**src/dsg_regs.vh**
```
// register offsets, field positions, reset values for the sync gating block
// assumes inclusion by the gating block and the bench; definitions only
`ifndef DSG_REGS_VH
`define DSG_REGS_VH

// byte addresses (printed offsets are not multiples of four: index * 4)
`define DSG_IDX_GATE       8'h58
`define DSG_IDX_PIN        8'h59
`define DSG_IDX_OSC2       8'h5a
`define DSG_IDX_MASTER     8'h5b
`define DSG_IDX_STATUS     8'h5c
`define DSG_ADDR_W         10
`define DSG_ADDR_GATE      10'h160
`define DSG_ADDR_PIN       10'h164
`define DSG_ADDR_OSC2      10'h168
`define DSG_ADDR_MASTER    10'h16c
`define DSG_ADDR_STATUS    10'h170

// gate control fields
`define DSG_QR_ONESHOT     7
`define DSG_QR_GATE        6
`define DSG_FIR_ONESHOT    5
`define DSG_FIR_GATE       4
`define DSG_TUNE_ONESHOT   1
`define DSG_TUNE_GATE      0
`define DSG_GATE_MASK      8'hf3

// pin sensitivity fields
`define DSG_PIN_EDGE_MODE  1
`define DSG_PIN_RISING     0
`define DSG_PIN_MASK       8'h03

// oscillator control two, master enable
`define DSG_LOWLAT_SEL     0
`define DSG_MASTER_EN      0

// reset values
`define DSG_GATE_RST       8'h00
`define DSG_PIN_RST        8'h00
`define DSG_OSC2_RST       8'h01
`define DSG_MASTER_RST     8'h00

// bus responses
`define DSG_RESP_OKAY      2'b00
`define DSG_RESP_SLVERR    2'b10

`endif

```
**src/dsg_sync_detect.v**
```verilog
// sync pin conditioning: two-flop synchroniser, then level or edge detect
// assumes the pin is asynchronous to clock; outputs one accepted event flag
`timescale 1ns/1ps
`default_nettype none
module dsg_sync_detect (
	// clock and reset
	input  wire clock,
	input  wire rst_n,
	// pin and mode
	input  wire sync_pin,
	input  wire edge_mode,
	input  wire rising,
	// accepted event
	output wire sync_event
);
	reg meta;
	reg stable;
	reg prev;

	// two-flop synchroniser, meta read only by stable
	always @(posedge clock or negedge rst_n) begin
		if (!rst_n) begin
			meta   <= 1'b0;
			stable <= 1'b0;
			prev   <= 1'b0;
		end else begin
			meta   <= sync_pin;
			stable <= meta;
			prev   <= stable;
		end
	end

	// level: high pin; edge: selected transition
	assign sync_event = !edge_mode ? stable :
		(rising ? (stable & ~prev) : (~stable & prev));
endmodule // dsg_sync_detect
`default_nettype wire

```
**src/dsg_sync_gating.v**
```verilog
// sync distribution: axi4-lite registers, per-unit gates and one-shot
// assumes a single 50 MHz clock (divided sample clock), async sync pin
// Operation
// - quarter-rate gate resyncs output oscillator continuously
// - fir one-shot syncs only on first event
// - fir gate self-clears after one-shot sync
// - fir gate resyncs half-band on every event
// - tuning one-shot syncs only on first event
// - tuning gate self-clears after one-shot sync
// - tuning gate restarts oscillator from phase offset
// - sensitivity bit: 0 level, 1 edge
// - edge bit: 0 falling, 1 rising
// - low-latency bit selects low-latency oscillator
// - quarter-rate one-shot syncs once, clears gate
// - nothing syncs without master sync enable
`timescale 1ns/1ps
`default_nettype none
`include "dsg_regs.vh"
module dsg_sync_gating (
	// clock and reset
	input  wire        clock,
	input  wire        rst_n,
	// axi4-lite write address
	input  wire [9:0]  s_axi_awaddr,
	input  wire        s_axi_awvalid,
	output wire        s_axi_awready,
	// axi4-lite write data
	input  wire [31:0] s_axi_wdata,
	input  wire [3:0]  s_axi_wstrb,
	input  wire        s_axi_wvalid,
	output wire        s_axi_wready,
	// axi4-lite write response
	output reg  [1:0]  s_axi_bresp,
	output reg         s_axi_bvalid,
	input  wire        s_axi_bready,
	// axi4-lite read address
	input  wire [9:0]  s_axi_araddr,
	input  wire        s_axi_arvalid,
	output wire        s_axi_arready,
	// axi4-lite read data
	output reg  [31:0] s_axi_rdata,
	output reg  [1:0]  s_axi_rresp,
	output reg         s_axi_rvalid,
	input  wire        s_axi_rready,
	// sync pin
	input  wire        sync_pin,
	// sub-unit sync pulses and oscillator select
	output reg         quarter_rate_sync,
	output reg         fir_sync,
	output reg         tuning_sync,
	output reg         low_latency_sel
);
	// control registers
	reg [7:0]  gate_ctl;
	reg [7:0]  pin_ctl;
	reg [7:0]  osc_ctl;
	reg        master_en;
	reg [2:0]  sync_seen;
	// write channel holding
	reg        aw_held;
	reg [9:0]  aw_addr;
	reg        w_held;
	reg [31:0] w_data;
	reg [3:0]  w_strb;
	// per-unit views: bit 2 quarter-rate, bit 1 fir, bit 0 tuning
	wire [2:0] unit_gate;
	wire [2:0] unit_oneshot;
	wire [2:0] unit_fire;
	wire [2:0] unit_clear;
	// software write strobes
	wire       wr_gate;
	wire       wr_pin;
	wire       wr_osc;
	wire       wr_master;
	// bus and event decode
	wire       sync_event;
	wire       do_write;
	wire       wr_lane0;
	wire       accepted;
	wire [2:0] rd_sel;
	reg  [7:0] next_gate;
	reg  [1:0] next_rresp;
	reg [31:0] next_rdata;

	// register selector codes from the address decode
	localparam [2:0] SEL_GATE   = 3'h0;
	localparam [2:0] SEL_PIN    = 3'h1;
	localparam [2:0] SEL_OSC2   = 3'h2;
	localparam [2:0] SEL_MASTER = 3'h3;
	localparam [2:0] SEL_STATUS = 3'h4;
	localparam [2:0] SEL_NONE   = 3'h7;

	// pin conditioning
	dsg_sync_detect u_detect (
		.clock      (clock),
		.rst_n      (rst_n),
		.sync_pin   (sync_pin),
		.edge_mode  (pin_ctl[`DSG_PIN_EDGE_MODE]),
		.rising     (pin_ctl[`DSG_PIN_RISING]),
		.sync_event (sync_event)
	);

	// address decode shared by read and write
	function [2:0] reg_sel;
		input [9:0] a;
		begin
			case (a)
				`DSG_ADDR_GATE:   reg_sel = SEL_GATE;
				`DSG_ADDR_PIN:    reg_sel = SEL_PIN;
				`DSG_ADDR_OSC2:   reg_sel = SEL_OSC2;
				`DSG_ADDR_MASTER: reg_sel = SEL_MASTER;
				`DSG_ADDR_STATUS: reg_sel = SEL_STATUS;
				default:          reg_sel = SEL_NONE;
			endcase
		end
	endfunction

	// any register behind the address
	function mapped;
		input [9:0] a;
		begin
			mapped = (reg_sel(a) != SEL_NONE);
		end
	endfunction

	// held write address targets exactly the given register
	function wr_to;
		input [9:0] a;
		input [2:0] sel;
		begin
			wr_to = (reg_sel(a) == sel);
		end
	endfunction

	// write channel handshakes, each taken once and held
	assign s_axi_awready = !aw_held && !s_axi_bvalid;
	assign s_axi_wready  = !w_held && !s_axi_bvalid;
	assign do_write      = aw_held && w_held && !s_axi_bvalid;
	assign wr_lane0      = do_write && w_strb[0];
	assign s_axi_arready = !s_axi_rvalid;

	// decoded write strobes, status is read-only so never written
	assign wr_gate   = wr_lane0 && wr_to(aw_addr, SEL_GATE);
	assign wr_pin    = wr_lane0 && wr_to(aw_addr, SEL_PIN);
	assign wr_osc    = wr_lane0 && wr_to(aw_addr, SEL_OSC2);
	assign wr_master = wr_lane0 && wr_to(aw_addr, SEL_MASTER);
	assign rd_sel    = reg_sel(s_axi_araddr);

	// events gated by master enable, then split per unit
	assign accepted     = sync_event && master_en;
	assign unit_gate    = {gate_ctl[`DSG_QR_GATE], gate_ctl[`DSG_FIR_GATE],
		gate_ctl[`DSG_TUNE_GATE]};
	assign unit_oneshot = {gate_ctl[`DSG_QR_ONESHOT], gate_ctl[`DSG_FIR_ONESHOT],
		gate_ctl[`DSG_TUNE_ONESHOT]};

	// same fire and one-shot logic for every unit
	genvar u;
	generate
		for (u = 0; u < 3; u = u + 1) begin : g_unit
			assign unit_fire[u]  = accepted && unit_gate[u];
			assign unit_clear[u] = unit_fire[u] && unit_oneshot[u];
		end
	endgenerate

	// write address holding, taken once until the write is done
	always @(posedge clock or negedge rst_n) begin
		if (!rst_n) begin
			aw_held <= 1'b0;
			aw_addr <= 10'h000;
		end else if (s_axi_awvalid && s_axi_awready) begin
			aw_held <= 1'b1;
			aw_addr <= s_axi_awaddr;
		end else if (do_write) begin
			aw_held <= 1'b0;
		end
	end

	// write data holding, taken once until the write is done
	always @(posedge clock or negedge rst_n) begin
		if (!rst_n) begin
			w_held <= 1'b0;
			w_data <= 32'h0000_0000;
			w_strb <= 4'h0;
		end else if (s_axi_wvalid && s_axi_wready) begin
			w_held <= 1'b1;
			w_data <= s_axi_wdata;
			w_strb <= s_axi_wstrb;
		end else if (do_write) begin
			w_held <= 1'b0;
		end
	end

	// write response, slverr for holes in the map
	always @(posedge clock or negedge rst_n) begin
		if (!rst_n) begin
			s_axi_bvalid <= 1'b0;
			s_axi_bresp  <= `DSG_RESP_OKAY;
		end else if (do_write) begin
			s_axi_bvalid <= 1'b1;
			s_axi_bresp  <= mapped(aw_addr) ? `DSG_RESP_OKAY : `DSG_RESP_SLVERR;
		end else if (s_axi_bvalid && s_axi_bready) begin
			s_axi_bvalid <= 1'b0;
		end
	end

	// gate next value: software write first, one-shot self-clear wins
	always @* begin
		next_gate = gate_ctl;
		if (wr_gate)
			next_gate = w_data[7:0] & `DSG_GATE_MASK;
		if (unit_clear[2])
			next_gate[`DSG_QR_GATE] = 1'b0;
		if (unit_clear[1])
			next_gate[`DSG_FIR_GATE] = 1'b0;
		if (unit_clear[0])
			next_gate[`DSG_TUNE_GATE] = 1'b0;
	end

	// gate control register
	always @(posedge clock or negedge rst_n) begin
		if (!rst_n)
			gate_ctl <= `DSG_GATE_RST;
		else
			gate_ctl <= next_gate;
	end

	// pin sensitivity register, reserved bits read zero
	always @(posedge clock or negedge rst_n) begin
		if (!rst_n)
			pin_ctl <= `DSG_PIN_RST;
		else if (wr_pin)
			pin_ctl <= w_data[7:0] & `DSG_PIN_MASK;
	end

	// oscillator control two, only the select bit is kept
	always @(posedge clock or negedge rst_n) begin
		if (!rst_n)
			osc_ctl <= `DSG_OSC2_RST;
		else if (wr_osc)
			osc_ctl <= {7'h00, w_data[`DSG_LOWLAT_SEL]};
	end

	// master sync enable, low keeps every unit quiet
	always @(posedge clock or negedge rst_n) begin
		if (!rst_n)
			master_en <= 1'b0;
		else if (wr_master)
			master_en <= w_data[`DSG_MASTER_EN];
	end

	// read data and response for the addressed register
	always @* begin
		next_rresp = `DSG_RESP_OKAY;
		case (rd_sel)
			SEL_GATE:   next_rdata = {24'h000000, gate_ctl};
			SEL_PIN:    next_rdata = {24'h000000, pin_ctl};
			SEL_OSC2:   next_rdata = {24'h000000, osc_ctl};
			SEL_MASTER: next_rdata = {31'h00000000, master_en};
			SEL_STATUS: next_rdata = {28'h0000000, sync_event, sync_seen};
			default: begin
				next_rdata = 32'h0000_0000;
				next_rresp = `DSG_RESP_SLVERR;
			end
		endcase
	end

	// read channel, rvalid and data stand until rready
	always @(posedge clock or negedge rst_n) begin
		if (!rst_n) begin
			s_axi_rvalid <= 1'b0;
			s_axi_rdata  <= 32'h0000_0000;
			s_axi_rresp  <= `DSG_RESP_OKAY;
		end else if (s_axi_arvalid && s_axi_arready) begin
			s_axi_rvalid <= 1'b1;
			s_axi_rdata  <= next_rdata;
			s_axi_rresp  <= next_rresp;
		end else if (s_axi_rvalid && s_axi_rready) begin
			s_axi_rvalid <= 1'b0;
		end
	end

	// registered sync pulses to the units, high for each cycle a unit fired, one edge later
	always @(posedge clock or negedge rst_n) begin
		if (!rst_n) begin
			quarter_rate_sync <= 1'b0;
			fir_sync          <= 1'b0;
			tuning_sync       <= 1'b0;
		end else begin
			quarter_rate_sync <= unit_fire[2];
			fir_sync          <= unit_fire[1];
			tuning_sync       <= unit_fire[0];
		end
	end

	// oscillator select follows the control bit one edge later
	always @(posedge clock or negedge rst_n) begin
		if (!rst_n)
			low_latency_sel <= 1'b0;
		else
			low_latency_sel <= osc_ctl[`DSG_LOWLAT_SEL];
	end

	// sticky seen flags for status, cleared only by reset
	always @(posedge clock or negedge rst_n) begin
		if (!rst_n)
			sync_seen <= 3'h0;
		else
			sync_seen <= sync_seen | unit_fire;
	end
endmodule // dsg_sync_gating
`default_nettype wire

```
**config.mk**
```make
export PLATFORM = sky130hd
export DESIGN_NAME = dsg_sync_gating
export DESIGN_NICKNAME = d
export VERILOG_FILES = /design/src/dsg_sync_detect.v /design/src/dsg_sync_gating.v
export VERILOG_INCLUDE_DIRS = /design/src
export SDC_FILE = /design/constraint.sdc
export NUM_CORES = 1
export LEC_CHECK = 0
export BUFFER_PORTS_ARGS = -buffer_cell sky130_fd_sc_hd__buf_2
export CAP_MARGIN = 20
export CORE_ASPECT_RATIO = 1.4
export CORE_MARGIN = 3
export CORE_UTILIZATION = 46
export CTS_CLUSTER_DIAMETER = 30
export DETAILED_ROUTE_END_ITERATION = 8
export HOLD_SLACK_MARGIN = 0.15
export PLACE_DENSITY = 0.79
export SYNTH_ARGS = -nofsm -noshare
export SYNTH_HDL_FRONTEND = slang
export SYNTH_HIERARCHICAL = 1
export SYNTH_SLANG_ARGS = --single-unit
```
**constraint.sdc**
```tcl
create_clock -name clock -period 1.8 [get_ports clock]
set_input_delay 0.09 -clock clock [delete_from_list [all_inputs] [get_ports clock]]
set_output_delay 0.09 -clock clock [all_outputs]
set_load 0.02 [all_outputs]
```
==> results of run 1 <==
-- metal layers --
metal,up-vias,global-route usage [%],wire (um)
li1,758,-,-
met1,723,15.7,1640
met2,65,29.5,2250
met3,7,2.89,274
met4,0,5.09,68
met5,-,0,0
-- critical path: stages, from the launching register on --
cell and delay (ns):
dfrtp_1 0.42, nor3b_4 0.24, nand4_2 0.17, or3_4 0.41
mux2_4 0.31
-- state kept, by name, indices dropped and copies added, names as in the netlist, 2 cells and up --
name         cells
w_data           6
s_axi_rdata      8
aw_addr         10
sync_seen        3
gate_ctl         6
pin_ctl          2
-- layout make-up --
cell class | instances | area share, %
well taps | 62 | 2.68
repair buffers | 83 | 19.1
flip-flops and latches | 51 | 44.2
multi-input cells | 125 | 30.4
clock inverters | 1 | 0.173
clock buffers | 7 | 2.64
inverters | 6 | 0.779
-- kinds of logic (layout without fill, tap and decap cells) --
group | after synthesis | in the layout | share of synthesized area (%)
other | 1 | 26 | 0.164
AOI/OAI and AO/OA | 22 | 22 | 6.17
DFF | 51 | 51 | 55.7
buffers and inverters | 37 | 97 | 10.7
muxes | 30 | 30 | 15.0
and+or+nand+nor | 47 | 47 | 12.2
-- placed cells by master, fill, tap and decap left out, types with 2 or more instances in the layout --
cell type	synthesis	layout
dfrtp_1	50	50
nor2_1	6	6
a22o_1	4	4
nand2b_1	2	2
clkbuf_1	3	2
conb_1	1	26
a21o_1	2	2
o21ai_0	9	9
buf_4	26	5
nand2_1	15	15
or2_2	3	3
buf_2	1	53
and3_1	3	3
nand3_1	2	2
inv_1	6	6
mux2_4	3	3
mux2i_1	4	4
and2_1	2	2
a21oi_1	2	2
dlygate4sd3_1	0	25
nor3b_1	3	2
clkbuf_8	0	5
mux2_2	23	23
-- report_power, final --
part / internal, mW / total (mW) / switching (mW) / leakage [nW]
sequential: 1.40 / 1.59 / 0.185 / 0.649
clock: 0.273 / 0.619 / 0.346 / 0.0422
combinational: 0.435 / 0.829 / 0.394 / 0.801
total: 2.11 / 3.04 / 0.924 / 1.49
-- timing repair --
action	CTS	global route
gates resized for setup	0	3
endpoints found under the setup margin	0	10
endpoints found under the hold margin	73	0
hold buffers	25	0
-- worst min path at each step --
stage | startpoint | slack (ns) | end | cells after the start
CTS | s_axi_araddr[9] | 0.15 | s_axi_rdata[2]$_DFFE_PN0P_ | 4
floorplan | rst_n | -0.21 | aw_addr[0]$_DFFE_PN0P_ | 0
detailed placement | sync_pin | 0.21 | u_detect/meta$_DFF_PN0_ | 1
global route | s_axi_araddr[0] | 0.19 | s_axi_rdata[2]$_DFFE_PN0P_ | 4
finish | s_axi_araddr[0] | 0.13 | s_axi_rdata[2]$_DFFE_PN0P_ | 4
global placement | sync_pin | 0.21 | u_detect/meta$_DFF_PN0_ | 1
-- stage by stage --
| step | power, mW | utilization (%) | setup WS (ns) | area [um2] |
|---|---|---|---|---|
| after floorplan | 2.20 | - | 0.0691 | 2390 |
| after global placement | 2.36 | 54.3 | 0.0875 | 2540 |
| after detailed placement | 2.41 | 54.3 | 0.0367 | 2540 |
| after CTS | 3.07 | 61.4 | 0.0280 | 2880 |
| after global routing | 3.23 | 61.8 | 0.0418 | 2890 |
| final | 3.04 | 61.8 | 0.138 | 2890 |
==> results_dict.tcl, run 1 <==
set metrics [dict create \
    finalHoldViolations 0 \
    ios 109 \
    cts_made_buffers 5 \
    place_inst 302 \
    die_x_um 65.7 \
    clock-root-buffer "clkbuf_8" \
    tritoncts "yes" \
    insertion_delay_ns 0.30 \
    wire_per_inst_um 12.7 \
    cap_violations 0 \
    startpoint "aw_addr[1]$_DFFE_PN0P_" \
    routabilityCongestion 0.728 \
    die-area_um2 5880 \
    rsz0062_at_grt "false" \
    synthTopCellsByCount "50 x dfrtp_1, 26 x buf_4, 23 x mux2_2" \
    vdd_drop_max_uv 877 \
    cts.sinks 51 \
    ctsHtreeMaxLevel 2 \
    ant_nets 0 \
    outcome "completed" \
    grt_pass1_vias 1533 \
    setup_viol 0 \
    grt_pass1_wl_um 6810 \
    clk_pin_slew_worst_paths_ns 0.09 \
    nFillCells 370 \
    cellLeakagePower_nw 1.49 \
    async_reset_ff_share_pct 100 \
    postSynthCellCount 188 \
    maxSlewViolCount 0 \
    drc 0 \
    vias 1553 \
    period_share_pct 92.3 \
    r2r_cells 4 \
    end_kind "register" \
    wl_um 4240 \
    instances_no_fill 335 \
    fin_skew_ns 0.00869 \
    path_class "reg -> reg" \
    yosys.area.top_type "dfrtp_1" \
    grt_max_degree 52 \
    synth_area_leaders "dfrtp_1 55%, mux2_2 11%, buf_4 8.5%, nand2_1 2.5%, o21ai_0 2.0%" \
    seq_area_frac_synth_pct 55.7 \
    hp-class "in -> reg" \
    fmax_ghz 0.602 \
    period_needed_ns 1.66 \
    worstReg2RegStart "aw_addr[1]$_DFFE_PN0P_" \
    ys_types 39 \
    p_per_area_nw_per_um2 1050 \
    yosys_warnings 6 \
    r2r_slack_ns 0.14 \
    initial_core_util_pct 49.0 \
    die_h_um 89.5 \
    viasPerCell 4.64 \
    arrival_ns 1.85 \
    grt_usage_pct 15.0 \
    synthToLayoutAreaGrowth_pct 26.1 \
    ys_seq_elements 51 \
    cts_setup_buffers 0 \
    endpoint "gate_ctl[7]$_DFFE_PN0P_" \
    std_cell_rows 29 \
    io_buffers 53 \
    path_max_fanout 5 \
    core_um2 4680 \
    synth_ff_type "dfrtp_1" \
    antenna_found_initial 0 \
    start_kind "register" \
    setup_tns_ns 0 \
    n_antenna_cell 0 \
    fin_nets 336 \
    r2r_end "gate_ctl[7]$_DFFE_PN0P_" \
    synth-edff-count 0 \
    syn-cell-area_um2 2290 \
    tightest_slew_ns 0.628 \
    first_pass_iters 4 \
    drive_above_1_share_pct 36.3 \
    synth_top_area_share_pct 54.6 \
    multi_input_area_um2 880 \
    drt_iter0_drc 71 \
    seqCellArea_um2 1280 \
    yosysMostFrequentCell "dfrtp_1" \
    dp_hpwl_um 3040 \
    syn_area_per_cell_um2 12.2 \
    critPathRequiredTime_ns 1.99 \
    whs_ns 0.133 \
    cts.path.max_buffers 2 \
    max-slew-margin-rel_pct 58.1 \
    grt_overflow 0 \
]
No activity file was read; power rests on OpenSTA's default activity.
==> inputs of run 2 (changes only) <==
CORE_UTILIZATION = 50   (was 46)
PLACE_DENSITY = 0.85   (was 0.79)
clock period = 2.1 ns   (was 1.8 ns; I/O delays follow)
==> run 2 against run 1 <==
Maximum frequency shrank 9.2%. Power decreased by 6.6%. Non-clock buffer count down 2. Die area shrank 7.4%. Critical endpoint is now gate_ctl[5]$_DFFE_PN0P_. Highest routed layer unchanged. Final cell count down 1.2%. Critical path depth stayed put. Hold slack better by 0.027 ns. Combinational power fell by 17%.
==> results_dict.tcl, run 2 (synthesis results as in run 1) <==
set metrics [dict create \
    hp-class "in -> reg" \
    end_kind "register" \
    whs_ns 0.160 \
    internal_power_mw 2.04 \
    antenna_found_initial 0 \
    path_class "reg -> reg" \
    cts.path.max_buffers 2 \
    arrival_ns 2.02 \
    clk_pin_slew_worst_paths_ns 0.09 \
    period_needed_ns 1.83 \
    critPathRequiredTime_ns 2.29 \
    tritoncts "yes" \
    start_kind "register" \
    cellLeakagePower_nw 1.51 \
    wl_um 4310 \
    worstReg2RegStart "s_axi_bvalid$_DFFE_PN0P_" \
    preCtsSetupSlack_ns 0.267 \
    fmax_ghz 0.546 \
    rsz0062_at_grt "false" \
    ctsHtreeMaxLevel 2 \
    io_buffers 53 \
    insertion_delay_ns 0.30 \
    first_pass_iters 4 \
    largest_reg_flops 10 \
    clkPwrFrac_pct 27.3 \
    die_h_um 86.1 \
    n_antenna_cell 0 \
    period_share_pct 87.2 \
    endpoint "gate_ctl[5]$_DFFE_PN0P_" \
    ios 109 \
    nFillCells 329 \
    grt_pass1_vias 1564 \
    startpoint "s_axi_bvalid$_DFFE_PN0P_" \
    cap_violations 0 \
    routabilityCongestion 0.732 \
    max-slew-margin-rel_pct 59.5 \
    setup_viol 0 \
    fin_nets 334 \
    power_switching_mw 0.795 \
    switching_share_pct 28.0 \
    r2r_slack_ns 0.27 \
    grt_pass1_wl_um 6990 \
    fin_ws_ns 0.270 \
    finalHoldViolations 0 \
    r2r_cells 4 \
    r2r_end "gate_ctl[5]$_DFFE_PN0P_" \
    vdd_drop_max_uv 700 \
    outcome "completed" \
    setup_tns_ns 0 \
    drt_iter0_drc 41 \
    layout_commonest_cell "buf_2" \
    die_x_um 63.2 \
    ant_nets 0 \
    seq_power_share_pct 48.3 \
    die-area_um2 5440 \
    vias 1575 \
    reg.largest.list "aw_addr x10, s_axi_rdata x8" \
    grt_overflow 0 \
    maxSlewViolCount 0 \
    path_max_fanout 6 \
    pwr-share-comb_pct 24.4 \
    fin_skew_ns 0.00820 \
    synthToLayoutAreaGrowth_pct 27.3 \
    regMostFlops "aw_addr" \
    grt_usage_pct 16.3 \
    p_per_area_nw_per_um2 972 \
    initial_core_util_pct 53.2 \
    drive_above_1_share_pct 35.1 \
    final_cell_mix "53 x buf_2, 50 x dfrtp_1, 26 x conb_1, 26 x dlygate4sd3_1, 23 x mux2_2" \
    grt_max_degree 52 \
    viasPerCell 4.76 \
    cts_setup_buffers 0 \
    dp_hpwl_um 2940 \
    tightest_slew_ns 0.607 \
    wire_per_inst_um 13.0 \
    cts_made_buffers 5 \
    drc 0 \
    cts.sinks 51 \
    clock-root-buffer "clkbuf_8" \
    core_um2 4310 \
    std_cell_rows 28 \
]
run 2: layer usage:
layer,global-route usage (%),part of all wire [%],vias up
li1,-,-,757
met1,17.4,38,754
met2,31.3,55,58
met3,3.80,5.6,6
met4,5.30,1.3,0
met5,0,0,-
run 2: worst min-delay path by stage:
stage | start | to | depth (start not counted)
finish | s_axi_araddr[7] | s_axi_rdata[3]$_DFFE_PN0P_ | 4
global placement | sync_pin | u_detect/meta$_DFF_PN0_ | 1
CTS | s_axi_araddr[7] | s_axi_rdata[3]$_DFFE_PN0P_ | 4
floorplan | rst_n | aw_addr[0]$_DFFE_PN0P_ | 0
detailed placement | sync_pin | u_detect/meta$_DFF_PN0_ | 1
global route | s_axi_araddr[7] | s_axi_rdata[3]$_DFFE_PN0P_ | 4
run 2: critical path, stage by stage (launching register included):
cell and delay (ns):
dfrtp_1 0.43, and3b_1 0.27, nand4_2 0.15, or3_1 0.51, mux2_4 0.35
run 2: cell type report:
| type | instances | area [um2] | share of cell area (%) |
|---|---|---|---|
| multi-input cells | 125 | 870 | 29.8 |
| flip-flops and latches | 51 | 1280 | 43.8 |
| inverters | 6 | 22.5 | 0.772 |
| clock inverters | 2 | 60.1 | 2.06 |
| clock buffers | 6 | 72.6 | 2.49 |
| well taps | 60 | 75.1 | 2.57 |
| repair buffers | 81 | 541 | 18.5 |
run 2: stage by stage:
step	utilization [%]	total power, mW	std cells	instance area (um2)
after floorplan	-	1.88	213	2390
after global placement	58.4	2.01	297	2520
after detailed placement	58.4	2.04	297	2520
after CTS	67.6	2.86	331	2910
after global routing	67.7	2.99	331	2920
final	67.7	2.84	331	2920
run 2: timing repair:
action | CTS | global route
setup endpoints to repair | 0 | 2
resized for setup | 0 | 1
hold buffers | 26 | 0
hold endpoints to repair | 73 | 0
run 2: power by group through the flow:
stage	Sequential (mW)	Combinational (mW)	Clock, mW
2_1_floorplan	1.37	0.515	0
3_3_place_gp	1.38	0.631	0
3_5_place_dp	1.39	0.654	0
4_1_cts	1.37	0.693	0.796
5_1_grt	1.40	0.756	0.834
6_report	1.37	0.692	0.774
==> inputs of run 3 (changes only) <==
RECOVER_POWER = 50   (was not set)
SLEW_MARGIN = 20   (was not set)
==> run 3 against run 2 <==
Maximum frequency about the same. Wire length increased by 0.26%. Register-to-register slack about the same. Sequential power barely moved. Critical endpoint unchanged. Highest routed layer unchanged.
==> results_dict.tcl, run 3 (synthesis results as in run 1) <==
set metrics [dict create \
    hold_end "s_axi_rdata[3]$_DFFE_PN0P_" \
    routabilityCongestion 0.732 \
    first_pass_iters 4 \
    pwr-share-comb_pct 24.3 \
    grt_overflow 0 \
    r2r_end "gate_ctl[5]$_DFFE_PN0P_" \
    synthToLayoutAreaGrowth_pct 26.4 \
    rsz0062_at_grt "false" \
    path_buf_inv 0 \
    vias 1578 \
    grt_usage_pct 16.3 \
    met3_usage_pct 3.80 \
    worstPathCellList "and3b_1 > nand4_2 > or3_1 > mux2_4" \
    ant_nets 0 \
    grtUsageMet1_pct 17.4 \
    grt_pass1_vias 1564 \
    startpoint "s_axi_bvalid$_DFFE_PN0P_" \
    setup_tns_ns 0 \
    reg.largest.list "aw_addr x10, s_axi_rdata x8" \
    cap_violations 0 \
    initial_core_util_pct 53.2 \
    critPathRequiredTime_ns 2.29 \
    ctsHtreeMaxLevel 2 \
    r2r_cells 4 \
    clock-root-buffer "clkbuf_8" \
    setup_viol 0 \
    clk_pin_slew_worst_paths_ns 0.09 \
    regMostFlops "aw_addr" \
    seqCellArea_um2 1280 \
    period_share_pct 87.2 \
    fin_skew_ns 0.00812 \
    wire_per_inst_um 13.1 \
    cts_made_buffers 5 \
    n_antenna_cell 0 \
    critPathMaxStageDelay_ns 0.51 \
    wl_um 4320 \
    path_class "reg -> reg" \
    tightest_slew_ns 1.19 \
    grt_use_met2_pct 31.3 \
    arrival_ns 2.02 \
    viasPerCell 4.77 \
    clkPwrFrac_pct 27.3 \
    internal_power_mw 2.04 \
    seq_power_share_pct 48.3 \
    die_x_um 63.2 \
    fin_ws_ns 0.269 \
    period_needed_ns 1.83 \
    max-slew-margin-rel_pct 20.6 \
    nFillCells 340 \
    start_kind "register" \
    critical-path-top-delay-family "simple AND/OR/NAND/NOR gates" \
    fmax_ghz 0.546 \
    grt_pass1_wl_um 6990 \
    cts.path.max_buffers 2 \
    multi_input_area_um2 870 \
    maxSlewViolCount 0 \
    vdd_drop_max_uv 700 \
    end_kind "register" \
    r2r_slack_ns 0.27 \
    fin_nets 334 \
    outcome "completed" \
    die_h_um 86.1 \
    hold_depth 4 \
    io_buffers 53 \
    largest_reg_flops 10 \
    drc 0 \
    insertion_delay_ns 0.30 \
    std_cell_rows 28 \
    antenna_found_initial 0 \
    cts.sinks 51 \
    worstHoldStart "s_axi_araddr[7]" \
    path_max_fanout 6 \
    power_switching_mw 0.794 \
    whs_ns 0.161 \
    tritoncts "yes" \
    layout_commonest_cell "dfrtp_1" \
    final_cell_mix "50 x dfrtp_1, 41 x buf_2, 26 x conb_1, 26 x dlygate4sd3_1, 23 x mux2_2" \
    drive_above_1_share_pct 29.9 \
    ios 109 \
    busiest_layer "met2" \
    grt_max_degree 52 \
    drt_iter0_drc 46 \
    finalHoldViolations 0 \
    slowest_stage "or3_1" \
    cts_setup_buffers 0 \
    hp-class "in -> reg" \
    dp_hpwl_um 2940 \
    cellLeakagePower_nw 1.45 \
    switching_share_pct 28.0 \
    preCtsSetupSlack_ns 0.267 \
    die-area_um2 5440 \
    core_um2 4310 \
    worstReg2RegStart "s_axi_bvalid$_DFFE_PN0P_" \
    p_per_area_nw_per_um2 978 \
]
-- run 3: changes by cell type in the layout (fill, tap and decap cells not counted) --
cell / change
buf_2: -12
buf_4: -2
clkbuf_1: +13
clkbuf_2: +1
dfstp_1: +1
dfstp_2: -1
-- run 3: worst max path at each step --
stage,slack (ns),depth (start not counted),to
4_1_cts,0.15,5,s_axi_rdata[2]$_DFFE_PN0P_
6_report,0.27,4,gate_ctl[5]$_DFFE_PN0P_
3_5_place_dp,0.27,4,gate_ctl[5]$_DFFE_PN0P_
2_1_floorplan,0.37,5,gate_ctl[1]$_DFFE_PN0P_
3_3_place_gp,0.31,4,gate_ctl[5]$_DFFE_PN0P_
5_1_grt,0.1,5,s_axi_rdata[2]$_DFFE_PN0P_
-- run 3: power by group through the flow --
stage               sequential (mW)  clock [mW]  combinational, mW
global placement               1.38           0              0.631
global route                   1.40       0.834              0.754
floorplan                      1.37           0              0.515
detailed placement             1.39           0              0.654
finish                         1.37       0.774              0.689
CTS                            1.37       0.796              0.693
-- run 3: routing by layer --
| metal | vias to the layer above | routed length (um) |
|---|---|---|
| li1 | 760 | - |
| met1 | 756 | 1660 |
| met2 | 56 | 2350 |
| met3 | 6 | 249 |
| met5 | - | 0 |
| met4 | 0 | 56 |
-- run 3: repair_timing --
item                                    4_1_cts  5_1_grt
hold endpoints to repair                     73        0
gates resized for setup                       0        1
endpoints found under the setup margin        0        2
hold buffers                                 26        0
-- run 3: cell type report --
cell class	instances	share of cell area (%)
Sequential cell	51	44.1
Clock inverter	2	2.07
Clock buffer	6	2.51
Inverter	6	0.778
Multi-Input combinational cell	125	30.0
Tap cell	60	2.59
Timing Repair Buffer	81	17.9
-- run 3: worst reg2reg max path: stages, from the launching register on --
cell,delay [ns]
dfrtp_1,0.43
and3b_1,0.27
nand4_2,0.15
or3_1,0.51
mux2_4,0.35
-- run 3: metrics by stage --
step / util [%] / area (um2) / power, mW / std cells
6_report: 67.2 / 2900 / 2.83 / 331
5_1_grt: 67.2 / 2900 / 2.98 / 331
4_1_cts: 67.6 / 2910 / 2.86 / 331
3_5_place_dp: 58.4 / 2520 / 2.04 / 297
3_3_place_gp: 58.4 / 2520 / 2.01 / 297
2_1_floorplan: - / 2390 / 1.88 / 213
